<file path="config.mk">
export PLATFORM = sky130hd
export DESIGN_NAME = udr_regs
export DESIGN_NICKNAME = d
export VERILOG_FILES = /design/src/core/udr_pkg.sv /design/src/core/udr_regs.sv
export VERILOG_INCLUDE_DIRS = /design/src /design/src/core
export SDC_FILE = /design/constraint.sdc
export NUM_CORES = 1
export LEC_CHECK = 0
export ABC_AREA = 1
export BUFFER_PORTS_ARGS = -buffer_cell sky130_fd_sc_hd__clkbuf_2
export CELL_PAD_IN_SITES_DETAIL_PLACEMENT = 1
export CELL_PAD_IN_SITES_GLOBAL_PLACEMENT = 1
export CORE_ASPECT_RATIO = 1.2
export CORE_UTILIZATION = 32
export CTS_CLUSTER_DIAMETER = 200
export DETAILED_ROUTE_END_ITERATION = 7
export PLACE_DENSITY_LB_ADDON = 0.05
export SYNTH_ARGS = -nofsm -noshare
export SYNTH_HDL_FRONTEND = slang
export SYNTH_SLANG_ARGS = --single-unit
</file>
<file path="constraint.sdc">
create_clock -name i_ref_clk -period 1.5 [get_ports i_ref_clk]
set_input_delay 0.15 -clock i_ref_clk [delete_from_list [all_inputs] [get_ports i_ref_clk]]
set_output_delay 0.15 -clock i_ref_clk [all_outputs]
set_load 0.01 [all_outputs]
</file>
<file path="src/core/udr_params.svh">
// Offsets, field positions, reset values and widths of the USB device
// address and interrupt register block.
// Assumes byte addresses on a plain register port with 32-bit data.
`ifndef UDR_PARAMS_SVH
`define UDR_PARAMS_SVH

// ----------------------------------------------------------------------
// Register byte offsets
// ----------------------------------------------------------------------
`define UDR_ADDR_W        8
`define UDR_OFF_GLB       8'h04
`define UDR_OFF_FADDR     8'h08
`define UDR_OFF_IER       8'h10
`define UDR_OFF_IDR       8'h14
`define UDR_OFF_IMR       8'h18
`define UDR_OFF_ISR       8'h1c
`define UDR_OFF_ICR       8'h20

// ----------------------------------------------------------------------
// Field positions
// ----------------------------------------------------------------------
`define UDR_GLB_ADDR_ST   0
`define UDR_GLB_CONFIG    1
`define UDR_GLB_RES_SEND  2
`define UDR_GLB_RES_SEEN  3
`define UDR_GLB_RWAKE     4
`define UDR_FA_ENABLE     8
`define UDR_EVT_LSB       8
`define UDR_NUM_EP        4
`define UDR_NUM_CAUSE     5
`define UDR_NUM_EVT       6

// ----------------------------------------------------------------------
// Reset values and masks
// ----------------------------------------------------------------------
`define UDR_GLB_RESET     5'h10
`define UDR_FADDR_RESET   7'h00
`define UDR_FEN_RESET     1'h1
`define UDR_MASK_VALID    16'h2f0f
`define UDR_MASK_RESET    16'h0200

`endif

</file>
<file path="src/core/udr_pkg.sv">
// Types shared by the USB device address and interrupt register block.
// Assumes the constants of udr_params.svh beside it.
package udr_pkg;

    // Interrupt vector laid out as the enable, mask and status registers.
    typedef logic [15:0] udr_irq_vec_t;

    // Index of each bus event flag, counted from status bit eight.
    typedef enum logic [2:0] {
        UDR_EV_SUSPEND,
        UDR_EV_BUS_RESUME,
        UDR_EV_EXT_RESUME,
        UDR_EV_FRAME_START,
        UDR_EV_RESET_DONE,
        UDR_EV_WAKEUP
    } udr_event_t;

endpackage

</file>
<file path="src/core/udr_regs.sv">
// Address, global state and interrupt registers of a full-speed USB device.
// Assumes a bus engine on i_ref_clk giving one-cycle event pulses, endpoint
// control registers outside giving their cause bits as levels, and a raw
// asynchronous send-resume pin.
//
// Notes on behaviour
// - Drive K-state when remote wake and resume-send set.
// - Seven-bit address, zero after any reset.
// - Function enable gates data packet transfer.
// - Enable register writes set mask bits.
// - Disable register writes clear mask bits.
// - Mask register reads current enables.
// - Bus resume mask resets enabled.
// - Endpoint flag raised by any endpoint cause.
// - Endpoint flag holds until endpoint cause cleared.
// - Bus-reset-done flag at bit twelve, unmaskable position.
// - Clear register ones clear bus event flags.
// - Resume-send enable arms remote wake and pin.
`timescale 1ns/1ps
`include "udr_params.svh"

module udr_regs
(
    input  wire logic                   i_ref_clk,
    input  wire logic                   i_reset,
    input  wire logic [`UDR_ADDR_W-1:0] i_addr,
    input  wire logic [31:0]            i_wdata,
    input  wire logic                   i_wr,
    input  wire logic                   i_rd,
    output logic      [31:0]            o_rdata,
    input  wire logic [19:0]            i_ep_cause,
    input  wire logic                   i_suspend_evt,
    input  wire logic                   i_bus_resume_evt,
    input  wire logic                   i_frame_start_evt,
    input  wire logic                   i_bus_reset_done_evt,
    input  wire logic                   i_wakeup_evt,
    input  wire logic                   i_suspended,
    input  wire logic                   i_resume_seen,
    input  wire logic                   i_send_resume,
    output logic                        o_drive_k,
    output logic      [6:0]             o_device_bus_address,
    output logic                        o_function_enable,
    output logic                        o_address_state,
    output logic                        o_configured,
    output logic                        o_irq
);

    // ------------------------------------------------------------------
    // Storage
    // ------------------------------------------------------------------
    logic [4:0]              glb_ff;       // Global state bits.
    logic [4:0]              nxt_glb;      // Next global state.
    logic [6:0]              addr_ff;      // Device bus address.
    logic [6:0]              nxt_addr;     // Next device bus address.
    logic                    fen_ff;       // Function enable.
    logic                    nxt_fen;      // Next function enable.
    udr_pkg::udr_irq_vec_t   mask_ff;      // Interrupt enables.
    udr_pkg::udr_irq_vec_t   nxt_mask;     // Next interrupt enables.
    logic [5:0]              evt_ff;       // Sticky bus event flags.
    logic [5:0]              nxt_evt;      // Next bus event flags.
    logic [3:0]              ep_flag_ff;   // Endpoint flags.
    logic [3:0]              nxt_ep_flag;  // Next endpoint flags.
    logic [1:0]              pin_sync_ff;  // Send-resume pin synchroniser.
    logic                    pin_last_ff;  // Previous synchronised pin level.
    logic [31:0]             rdata_ff;     // Read data register.
    logic [31:0]             nxt_rdata;    // Next read data.
    logic                    drive_k_ff;   // K-state request.
    logic                    irq_ff;       // Interrupt line.
    logic                    nxt_drive_k;  // Next K-state request.
    logic                    nxt_irq;      // Next interrupt line.
    udr_pkg::udr_irq_vec_t   status;       // Current status view.
    udr_pkg::udr_irq_vec_t   nxt_status;   // Status after this edge.
    logic [5:0]              evt_set;      // Event pulses this cycle.
    logic                    ext_rise;     // Qualified send-resume edge.
    logic                    wr_hit_glb;   // Write to global state.
    logic                    wr_hit_fa;    // Write to function address.
    logic                    rd_hit_isr;   // Read of status register.

    assign wr_hit_glb = i_wr && (i_addr == `UDR_OFF_GLB);
    assign wr_hit_fa  = i_wr && (i_addr == `UDR_OFF_FADDR);
    assign rd_hit_isr = i_rd && (i_addr == `UDR_OFF_ISR);
    assign status     = {2'h0, evt_ff, 4'h0, ep_flag_ff};

    // ------------------------------------------------------------------
    // Send-resume pin
    // ------------------------------------------------------------------

    // Two stages tame the asynchronous pin; only the second is read.
    always_ff @(posedge i_ref_clk)
    begin
        if (i_reset)
        begin
            pin_sync_ff <= 2'h0;
            pin_last_ff <= 1'h0;
        end
        else
        begin
            pin_sync_ff <= {pin_sync_ff[0], i_send_resume};
            pin_last_ff <= pin_sync_ff[1];
        end
    end

    // A rising edge counts only in suspend and with resume-send enabled.
    assign ext_rise = pin_sync_ff[1] && !pin_last_ff && i_suspended
                      && glb_ff[`UDR_GLB_RES_SEND];

    // ------------------------------------------------------------------
    // Global state and function address
    // ------------------------------------------------------------------

    // Software writes; address state may only be set, never cleared.
    always_comb
    begin
        nxt_glb  = glb_ff;
        nxt_addr = addr_ff;
        nxt_fen  = fen_ff;
        if (wr_hit_glb)
        begin
            nxt_glb[`UDR_GLB_ADDR_ST]  = glb_ff[`UDR_GLB_ADDR_ST]
                                         | i_wdata[`UDR_GLB_ADDR_ST];
            nxt_glb[`UDR_GLB_CONFIG]   = i_wdata[`UDR_GLB_CONFIG];
            nxt_glb[`UDR_GLB_RES_SEND] = i_wdata[`UDR_GLB_RES_SEND];
            nxt_glb[`UDR_GLB_RWAKE]    = i_wdata[`UDR_GLB_RWAKE];
        end
        // The resume-seen bit mirrors the bus engine.
        nxt_glb[`UDR_GLB_RES_SEEN] = i_resume_seen;
        if (wr_hit_fa)
        begin
            nxt_addr = i_wdata[6:0];
            nxt_fen  = i_wdata[`UDR_FA_ENABLE];
        end
        // K-state follows both enables as they stand after this edge.
        nxt_drive_k = nxt_glb[`UDR_GLB_RWAKE] & nxt_glb[`UDR_GLB_RES_SEND];
    end

    // Registers the state; K-state follows both enables.
    always_ff @(posedge i_ref_clk)
    begin
        if (i_reset)
        begin
            glb_ff     <= `UDR_GLB_RESET;
            addr_ff    <= `UDR_FADDR_RESET;
            fen_ff     <= `UDR_FEN_RESET;
            drive_k_ff <= 1'h0;
        end
        else
        begin
            glb_ff     <= nxt_glb;
            addr_ff    <= nxt_addr;
            fen_ff     <= nxt_fen;
            drive_k_ff <= nxt_drive_k;
        end
    end

    // ------------------------------------------------------------------
    // Interrupt mask
    // ------------------------------------------------------------------

    // Enable sets, disable clears; bit twelve never exists.
    always_comb
    begin
        nxt_mask = mask_ff;
        if (i_wr && (i_addr == `UDR_OFF_IER))
        begin
            nxt_mask = mask_ff | (i_wdata[15:0] & `UDR_MASK_VALID);
        end
        else if (i_wr && (i_addr == `UDR_OFF_IDR))
        begin
            nxt_mask = mask_ff & ~i_wdata[15:0];
        end
    end

    // Registers the mask; bus resume starts enabled.
    always_ff @(posedge i_ref_clk)
    begin
        if (i_reset)
        begin
            mask_ff <= `UDR_MASK_RESET;
        end
        else
        begin
            mask_ff <= nxt_mask;
        end
    end

    // ------------------------------------------------------------------
    // Status flags
    // ------------------------------------------------------------------

    // One flag per endpoint follows the OR of its held causes.
    genvar ep;
    generate
        for (ep = 0; ep < `UDR_NUM_EP; ep++)
        begin : g_ep
            assign nxt_ep_flag[ep] =
                |i_ep_cause[ep*`UDR_NUM_CAUSE +: `UDR_NUM_CAUSE];
        end
    endgenerate

    assign evt_set = {i_wakeup_evt | ext_rise, i_bus_reset_done_evt,
                      i_frame_start_evt, ext_rise, i_bus_resume_evt,
                      i_suspend_evt};

    // Clear by the clear register or a status read; a new event wins.
    always_comb
    begin
        nxt_evt = evt_ff;
        if (i_wr && (i_addr == `UDR_OFF_ICR))
        begin
            nxt_evt = evt_ff & ~i_wdata[`UDR_EVT_LSB +: `UDR_NUM_EVT];
        end
        else if (rd_hit_isr)
        begin
            nxt_evt = 6'h00;
        end
        nxt_evt    = nxt_evt | evt_set;
        nxt_status = {2'h0, nxt_evt, 4'h0, nxt_ep_flag};
        nxt_irq    = |(nxt_status & nxt_mask);
    end

    // Registers the flags and the interrupt line.
    always_ff @(posedge i_ref_clk)
    begin
        if (i_reset)
        begin
            evt_ff     <= 6'h00;
            ep_flag_ff <= 4'h0;
            irq_ff     <= 1'h0;
        end
        else
        begin
            evt_ff     <= nxt_evt;
            ep_flag_ff <= nxt_ep_flag;
            irq_ff     <= nxt_irq;
        end
    end

    // ------------------------------------------------------------------
    // Read port
    // ------------------------------------------------------------------

    // Write-only and unmapped offsets read as zero.
    always_comb
    begin
        nxt_rdata = 32'h0;
        if (i_rd)
        begin
            case (i_addr)
                `UDR_OFF_GLB:   nxt_rdata = {27'h0, glb_ff};
                `UDR_OFF_FADDR: nxt_rdata = {23'h0, fen_ff, 1'h0, addr_ff};
                `UDR_OFF_IMR:   nxt_rdata = {16'h0, mask_ff};
                `UDR_OFF_ISR:   nxt_rdata = {16'h0, status};
                default:        nxt_rdata = 32'h0;
            endcase
        end
    end

    // Holds read data for the one cycle after the strobe.
    always_ff @(posedge i_ref_clk)
    begin
        if (i_reset)
        begin
            rdata_ff <= 32'h0;
        end
        else
        begin
            rdata_ff <= nxt_rdata;
        end
    end

    assign o_rdata              = rdata_ff;
    assign o_drive_k            = drive_k_ff;
    assign o_device_bus_address = addr_ff;
    assign o_function_enable    = fen_ff;
    assign o_address_state      = glb_ff[`UDR_GLB_ADDR_ST];
    assign o_configured         = glb_ff[`UDR_GLB_CONFIG];
    assign o_irq                = irq_ff;
endmodule // udr_regs

</file>
==> results.json, run 1 <==
{
  "swShare_pct": 24.8,
  "drive_gt1_share_pct": 30.3,
  "yosysMostFrequentCell": "nand2_1",
  "rows": 36,
  "yosysTopAreaCellShare_pct": 44.1,
  "initial_core_util_pct": 33.2,
  "drv_cap": 0,
  "clock_skew_ns": 0.00905,
  "syn2layout_area_growth_pct": 37.0,
  "via_per_inst": 4.51,
  "ys_ff_latch": 60,
  "drt_iter0_drc": 130,
  "hold_path.class": "primary input to flop",
  "setup.worst_path.class": "primary input to flop",
  "report.final.slew_viol_count": 0,
  "clk_pin_slew_ns": 0.07,
  "cts.sink_count": 60,
  "p_per_area_nw_per_um2": 892,
  "synth_edf_count": 0,
  "antenna_found_initial": 0,
  "drtAntennaViolNets": 0,
  "grt_pass1_vias": 2854,
  "grt_max_degree": 25,
  "async_flop_share_pct": 0,
  "intPower_mw": 2.50,
  "seqPwrFrac_pct": 48.9,
  "cts_tree": "done",
  "wire_per_inst_um": 13.4,
  "post_cts_buffers": 0,
  "seq_area_frac_synth_pct": 44.1,
  "relSlewSlack_pct": 64.1,
  "setup_ws_ns": 0.269,
  "critPathMaxFanout": 5,
  "diodes": 0,
  "firstDrtPassIters": 4,
  "p_switching_mw": 0.826,
  "drc": 0,
  "tightest_slew_ns": 0.538,
  "ys.flop_type": "dfxtp_1",
  "core_um2": 8200,
  "clock_latency_ns": 0.33,
  "avgSynthCellArea_um2": 7.15,
  "gp_congestion": 0.802,
  "clockBufferDepth": 2,
  "h-tree-depth": 3,
  "die_x_um": 86.2,
  "clkPwrFrac_pct": 42.4,
  "fmax_mhz": 812,
  "stdcell_count": 632,
  "endpoint_kind": "flop",
  "numPortBuffers": 83,
  "syn_inst": 381,
  "start_kind": "primary input",
  "synth_top_area_cell": "dfxtp_1",
  "synthTopCellsByCount": "97 x nand2_1, 60 x dfxtp_1, 52 x nor2_1, 48 x inv_1, 16 x buf_4",
  "vias": 2848,
  "cts_root_buffer": "clkbuf_8",
  "final_core_util_pct": 45.5,
  "placedCellCount": 610,
  "grt_pass1_wl_um": 13700,
  "chipHeight_um": 103,
  "track_usage_pct": 20.4,
  "hpwl_um": 6420,
  "grt_remaining_overflow": 0,
  "ys_types": 32,
  "wirelength_um": 8460,
  "arrival_ns": 1.45,
  "leakagePower_nw": 1.81,
  "synthTopCellsByArea": "dfxtp_1 44%, nand2_1 13%, nor2_1 7.2%",
  "ioPinCount": 116,
  "min_period_ns": 1.23,
  "yosys_warnings": 0,
  "required_ns": 1.71,
  "hold_viol": 0,
  "finalCritPeriodShare_pct": 82.1,
  "whs_ns": 0.0165,
  "dieArea_um2": 8890,
  "peakVddDrop_mv": 0.403,
  "comb_power_share_pct": 8.7,
  "layout.nets": 585,
  "setup_violations": 0,
  "status": "finished, final reports clean",
  "preCtsSetupSlack_ns": -0.0802,
  "cts_buffers": 9,
  "rsz0062_at_grt": "false",
  "syn_area_um2": 2730
}
## layout by cell type, fill, tap and decap left out, types with 4 or more instances in the layout
cell	n
nor2_1	52
nand3b_1	6
nand3_1	15
nand3_2	5
a21oi_1	13
nand2_1	97
clkbuf_2	83
o21ai_1	4
nor2_4	4
buf_4	41
a211oi_1	4
inv_1	48
a221oi_1	5
o21ai_0	13
clkbuf_8	9
nor3_1	9
conb_1	16
dfxtp_1	60
inv_2	5
dlygate4sd3_1	6
## routing by layer
layer | track usage, % | routed length [um]
met4 | 7.56 | 121
met5 | 0 | 0
met2 | 35.6 | 4070
met3 | 3.04 | 332
met1 | 25.4 | 3930
## cells by family (layout without fill, tap and decap cells)
kind of cell	after synthesis	count (layout)	share of synthesized area, %
flops	60	60	44.1
simple gates	197	197	32.7
compound gates	44	44	9.69
buf+inv	79	201	13.4
other cells	1	16	0.138
## layout make-up
| cell class | instances | area, um2 |
|---|---|---|
| Clock buffer | 11 | 131 |
| Clock inverter | 5 | 52.6 |
| Fill cell | 1123 | 4470 |
| Inverter | 55 | 206 |
| Multi-Input combinational cell | 257 | 1210 |
| Sequential cell | 60 | 1200 |
| Tap cell | 114 | 143 |
| Timing Repair Buffer | 130 | 783 |
## timing repair
item | 4_1_cts | 5_1_grt
hold buffers | 6 | 0
gates resized for setup | 0 | 0
endpoints found under the hold margin | 6 | 0
## worst max-delay path, stage by stage
cell and delay, ns:
clkbuf_2 0.09, inv_1 0.15, nand2_1 0.07, nor2_1 0.16, nand3_1 0.25, nand3_1 0.14
nand3b_1 0.11, nand2_1 0.10, nand2_1 0.07, nor2_1 0.10, a21oi_1 0.07
## state kept, by name, summed over array words and instances (netlist names), 2 cells and up
signal                flops
evt_ff                    6
o_device_bus_address      7
glb_ff                    5
o_rdata                  16
mask_ff                  16
ep_flag_ff                4
pin_sync_ff               2
## path summary, 6_finish.rpt
kind                  startpoint             end  slack (ns)  cells past startpoint
hold reg to reg   pin_sync_ff[0]  pin_sync_ff[1]        0.41                      2
setup / recovery       i_addr[3]           o_irq        0.27                     11
hold / removal        i_wdata[5]      mask_ff[5]        0.02                      2
setup reg to reg       evt_ff[1]           o_irq        0.46                      7
## power by group through the flow
| stage | combinational, mW | clock [mW] | sequential, mW |
|---|---|---|---|
| floorplan | 0.154 | 0 | 1.66 |
| finish | 0.291 | 1.41 | 1.63 |
| global route | 0.327 | 1.52 | 1.63 |
| global placement | 0.272 | 0 | 1.66 |
| CTS | 0.293 | 1.44 | 1.63 |
| detailed placement | 0.279 | 0 | 1.66 |
## per-stage QoR
step / TNS, ns / instance area (um2) / total power, mW
2_1_floorplan: 0 / 2780 / 1.82
3_3_place_gp: -0.0383 / 3490 / 1.94
3_5_place_dp: -0.0965 / 3490 / 1.94
4_1_cts: 0 / 3730 / 3.36
5_1_grt: 0 / 3730 / 3.47
6_report: 0 / 3730 / 3.33
Note: power is estimated with default switching activity, not from simulation.
==> inputs of run 2 (changes only) <==
==> constraint.sdc (replaced) <==
create_clock -name i_ref_clk -period 1.3 [get_ports i_ref_clk]
set_input_delay 0.13 -clock i_ref_clk [delete_from_list [all_inputs] [get_ports i_ref_clk]]
set_output_delay 0.13 -clock i_ref_clk [all_outputs]
set_load 0.01 [all_outputs]
==> run 2 against run 1 <==
  * Clock power rose by 14%
  * Non-clock buffer count rose by 5
  * Critical path depth rose by 1
  * Largest cell class unchanged
  * Largest power group unchanged
  * Highest routed layer unchanged
==> results.json, run 2 (same netlist as run 1, synthesis figures left out) <==
{
  "status": "finished, final reports clean",
  "clockBufferDepth": 2,
  "grt_remaining_overflow": 0,
  "relSlewSlack_pct": 66.4,
  "cts_buffers": 9,
  "grt_pass1_wl_um": 13400,
  "cts_root_buffer": "clkbuf_8",
  "wirelength_um": 8420,
  "report.final.slew_viol_count": 0,
  "clock_latency_ns": 0.33,
  "p_switching_mw": 0.946,
  "peakVddDrop_mv": 0.407,
  "cp_cell_sequence": "clkbuf_2 -> nor2_4 -> nand3_4 -> nor2_4 -> buf_6 -> nand2_1 -> nand3_1 -> nand2_1 -> inv_1 -> nand2_1 -> nor2_1 -> a21oi_1",
  "dieArea_um2": 8890,
  "via_per_inst": 4.47,
  "vias": 2845,
  "die_x_um": 86.2,
  "cts_tree": "done",
  "comb_power_share_pct": 9.1,
  "h-tree-depth": 3,
  "required_ns": 1.51,
  "initial_core_util_pct": 33.2,
  "rsz0062_at_grt": "false",
  "regArea_um2": 1200,
  "critPathMaxFanout": 6,
  "chipHeight_um": 103,
  "final_cell_mix": "97 x nand2_1, 83 x clkbuf_2, 60 x dfxtp_1",
  "multi_input_area_um2": 1230,
  "post_cts_buffers": 0,
  "final_area_um2": 3790,
  "endpoint_kind": "flop",
  "numPortBuffers": 83,
  "drive_gt1_share_pct": 31.6,
  "hold_path.class": "primary input to flop",
  "antenna_found_initial": 0,
  "power_mw": 3.84,
  "syn2layout_area_growth_pct": 39.2,
  "tightest_slew_ns": 0.504,
  "arrival_ns": 1.39,
  "dpl_cell_area_um2": 3510,
  "drv_cap": 0,
  "setup_violations": 0,
  "seqPwrFrac_pct": 49.0,
  "fill_cells": 1109,
  "clock_skew_ns": 0.0162,
  "fmax_mhz": 851,
  "track_usage_pct": 19.8,
  "critPathMaxStageDelay_ns": 0.17,
  "start_kind": "primary input",
  "swShare_pct": 24.7,
  "hold_viol": 0,
  "layout.nets": 590,
  "grt_max_degree": 14,
  "gp_congestion": 0.888,
  "setup.worst_path.class": "primary input to flop",
  "ioPinCount": 116,
  "setup_ws_ns": 0.125,
  "min_period_ns": 1.18,
  "rows": 36,
  "preCtsSetupSlack_ns": -0.290,
  "cts.sink_count": 60,
  "clkPwrFrac_pct": 41.9,
  "final_common_cell": "nand2_1",
  "slowest_stage": "nor2_4",
  "core_um2": 8200,
  "drc": 0,
  "drt_iter0_drc": 89,
  "whs_ns": 0.0683,
  "wire_per_inst_um": 13.2,
  "diodes": 0,
  "finalCritPeriodShare_pct": 90.4,
  "crit_path_frequent_cell": "nand2_1",
  "drtAntennaViolNets": 0,
  "p_per_area_nw_per_um2": 1010,
  "grt_pass1_vias": 2811,
  "clk_pin_slew_ns": 0.08,
  "hpwl_um": 6530,
  "firstDrtPassIters": 4,
  "leakagePower_nw": 1.84,
  "intPower_mw": 2.89
}
## run 2: cell types whose count changed in the layout (fill, tap and decap cells not counted), sizes merged
cell         delta
clkbuf          -1
dlygate4sd3     +2
clkinvlp        -1
clkinv          +1
buf             +3
## run 2: final timing paths
path / cells past startpoint / slack (ns) / to / from
setup / recovery: 12 / 0.12 / o_irq / i_addr[7]
hold reg to reg: 2 / 0.41 / pin_sync_ff[1] / pin_sync_ff[0]
hold / removal: 2 / 0.07 / mask_ff[15] / i_reset
setup reg to reg: 8 / 0.23 / o_irq / evt_ff[4]
## run 2: area by class of cell
type,count,area share (%)
sequential,60,31.7
timing repair buffer,135,21.9
inverter,55,5.44
multi-input combinational,257,32.5
clock buffer,10,3.36
clock inverter,5,1.42
tap,114,3.76
## run 2: worst max-delay path, delay by kind of cell
family                 cells  cell delay, ns
AOI/OAI and AO/OA          1            0.06
buffers and inverters      3            0.33
and+or+nand+nor            8            0.86
## run 2: per-stage QoR
stage / util, % / cells / setup TNS [ns]
floorplan: - / 396 / 0
global placement: 42.8 / 613 / -2.08
global route: 46.3 / 636 / 0
CTS: 45.9 / 635 / 0
finish: 46.3 / 636 / 0
detailed placement: 42.8 / 613 / -2.71
## run 2: what timing repair did
action / in CTS / in global routing
hold endpoints to repair: 7 / 1
resized for setup: 0 / 7
endpoints found under the setup margin: 0 / 1
hold buffers: 7 / 1
## run 2: power groups by stage
stage	Combinational, mW	Sequential [mW]	Clock, mW
final	0.349	1.88	1.61
after global routing	0.392	1.88	1.74
after CTS	0.344	1.88	1.66
after detailed placement	0.326	1.92	0
after global placement	0.319	1.92	0
after floorplan	0.177	1.92	0
## run 2: routing by layer
layer,up-vias,GRT usage [%],wire [um]
li1,1435,-,-
met1,1324,25.3,3920
met5,-,0,0
met4,0,6.15,97
met3,9,2.48,313
met2,77,35.0,4090
==> inputs of run 3 (changes only) <==
--- a/config.mk
+++ b/config.mk
@@ -14,7 +14,7 @@
 export CORE_UTILIZATION = 32
 export CTS_CLUSTER_DIAMETER = 200
 export DETAILED_ROUTE_END_ITERATION = 7
-export PLACE_DENSITY_LB_ADDON = 0.05
+export PLACE_DENSITY_LB_ADDON = 0.1
 export SYNTH_ARGS = -nofsm -noshare
 export SYNTH_HDL_FRONTEND = slang
 export SYNTH_SLANG_ARGS = --single-unit
==> run 3 against run 2 <==
  * Sequential power is essentially flat
  * Combinational power is essentially flat
  * Clock skew decreased by 0.0081 ns
  * Global-route usage is 1.0 points higher
  * Non-clock buffer count shrank 1
  * Worst hold slack better by 0.013 ns
  * Setup slack better by 0.015 ns
  * Die area did not move
  * Final cell count stayed put
  * Register-to-register slack about the same
==> results.json, run 3 (same netlist as run 1, synthesis figures left out) <==
{
  "finalCritPeriodShare_pct": 89.3,
  "final_common_cell": "nand2_1",
  "cts_tree": "done",
  "wire_per_inst_um": 13.4,
  "crit_family": "simple AND/OR/NAND/NOR gates",
  "rows": 36,
  "via_per_inst": 4.55,
  "initial_core_util_pct": 33.2,
  "diodes": 0,
  "drv_cap": 0,
  "slowest_stage": "nor2_1",
  "tightest_slew_ns": 0.557,
  "grt_remaining_overflow": 0,
  "drive_gt1_share_pct": 31.4,
  "clockBufferDepth": 2,
  "hold_path.class": "primary input to flop",
  "track_usage_pct": 20.9,
  "report.final.slew_viol_count": 0,
  "vias": 2895,
  "preCtsSetupSlack_ns": -0.272,
  "critPathMaxFanout": 6,
  "numPortBuffers": 83,
  "required_ns": 1.52,
  "critPathMaxStageDelay_ns": 0.18,
  "stdcell_count": 636,
  "hpwl_um": 6570,
  "clock_skew_ns": 0.00807,
  "endpoint_kind": "flop",
  "relSlewSlack_pct": 62.8,
  "ioPinCount": 116,
  "firstDrtPassIters": 4,
  "power_mw": 3.70,
  "fmax_mhz": 862,
  "start_kind": "primary input",
  "grt_pass1_wl_um": 13900,
  "drtAntennaViolNets": 0,
  "critical_path_buf_inv_count": 3,
  "cts_buffers": 9,
  "die_x_um": 86.2,
  "cts.sink_count": 60,
  "placedCellCount": 612,
  "arrival_ns": 1.38,
  "chipHeight_um": 103,
  "status": "finished, final reports clean",
  "p_per_area_nw_per_um2": 979,
  "core_um2": 8200,
  "syn2layout_area_growth_pct": 38.5,
  "min_period_ns": 1.16,
  "final_cell_mix": "96 x nand2_1, 83 x clkbuf_2, 60 x dfxtp_1",
  "setup.worst_path.class": "primary input to flop",
  "gp_congestion": 0.861,
  "dieArea_um2": 8890,
  "grt_max_degree": 22,
  "wirelength_um": 8550,
  "clock_latency_ns": 0.34,
  "cp_cell_sequence": "clkbuf_2 -> inv_1 -> nand2_1 -> nor2_1 -> nand3_1 -> buf_4 -> nand2_1 -> nand2_1 -> nand2_1 -> nand2_1 -> nand2_1 -> nand2_1 -> nor2_1 -> a21oi_1",
  "post_cts_buffers": 0,
  "leakagePower_nw": 1.83,
  "rsz0062_at_grt": "false",
  "hold_viol": 0,
  "crit_path_frequent_cell": "nand2_1",
  "layout.nets": 589,
  "tns_ns": 0,
  "h-tree-depth": 3,
  "clk_pin_slew_ns": 0.07,
  "cts_root_buffer": "clkbuf_8",
  "drc": 0,
  "setup_violations": 0,
  "drt_iter0_drc": 61,
  "peakVddDrop_mv": 0.471,
  "whs_ns": 0.0809,
  "setup_ws_ns": 0.140,
  "grt_pass1_vias": 2945,
  "antenna_found_initial": 0
}
run 3: stage by stage:
step	cell area [um2]	util (%)
after floorplan	2780	-
after global routing	3770	46.0
after detailed placement	3520	42.9
final	3770	46.0
after CTS	3760	45.9
after global placement	3520	42.9
run 3: path summary, 6_finish.rpt:
path	startpoint	to	slack, ns	cells past startpoint
max	i_addr[1]	o_irq	0.14	14
min	i_wakeup_evt	evt_ff[5]	0.08	3
max reg2reg	glb_ff[2]	o_irq	0.24	6
min reg2reg	pin_sync_ff[0]	pin_sync_ff[1]	0.41	2
run 3: repair_timing:
action / CTS / global route
hold buffers: 8 / 0
gates resized for setup: 0 / 4
setup endpoints to repair: 0 / 2
hold endpoints to repair: 8 / 0
run 3: worst min-delay path, stage by stage:
cell	delay, ns
clkbuf_2	0.08
a31oi_1	0.04
a21oi_1	0.12
run 3: layout make-up:
| type | instances | area, um2 |
|---|---|---|
| Fill cell | 1106 | 4420 |
| Multi-Input combinational cell | 257 | 1220 |
| Sequential cell | 60 | 1200 |
| Timing Repair Buffer | 134 | 831 |
| Inverter | 55 | 206 |
| Tap cell | 114 | 143 |
| Clock buffer | 11 | 141 |
| Clock inverter | 5 | 27.5 |
run 3: per-layer routing:
| metal | global-route usage (%) | share of wire (%) | vias to the layer above |
|---|---|---|---|
| li1 | - | - | 1438 |
| met1 | 24.4 | 45 | 1364 |
| met2 | 36.9 | 48 | 77 |
| met3 | 4.56 | 4.8 | 16 |
| met4 | 8.59 | 2.4 | 0 |
| met5 | 0 | 0 | - |
run 3: where the power goes:
group	switching [mW]	internal (mW)	total [mW]	leakage, nW
registers	0.0153	1.87	1.88	0.488
logic	0.195	0.157	0.352	1.25
clock network	0.733	0.730	1.46	0.0889
total	0.944	2.75	3.70	1.83
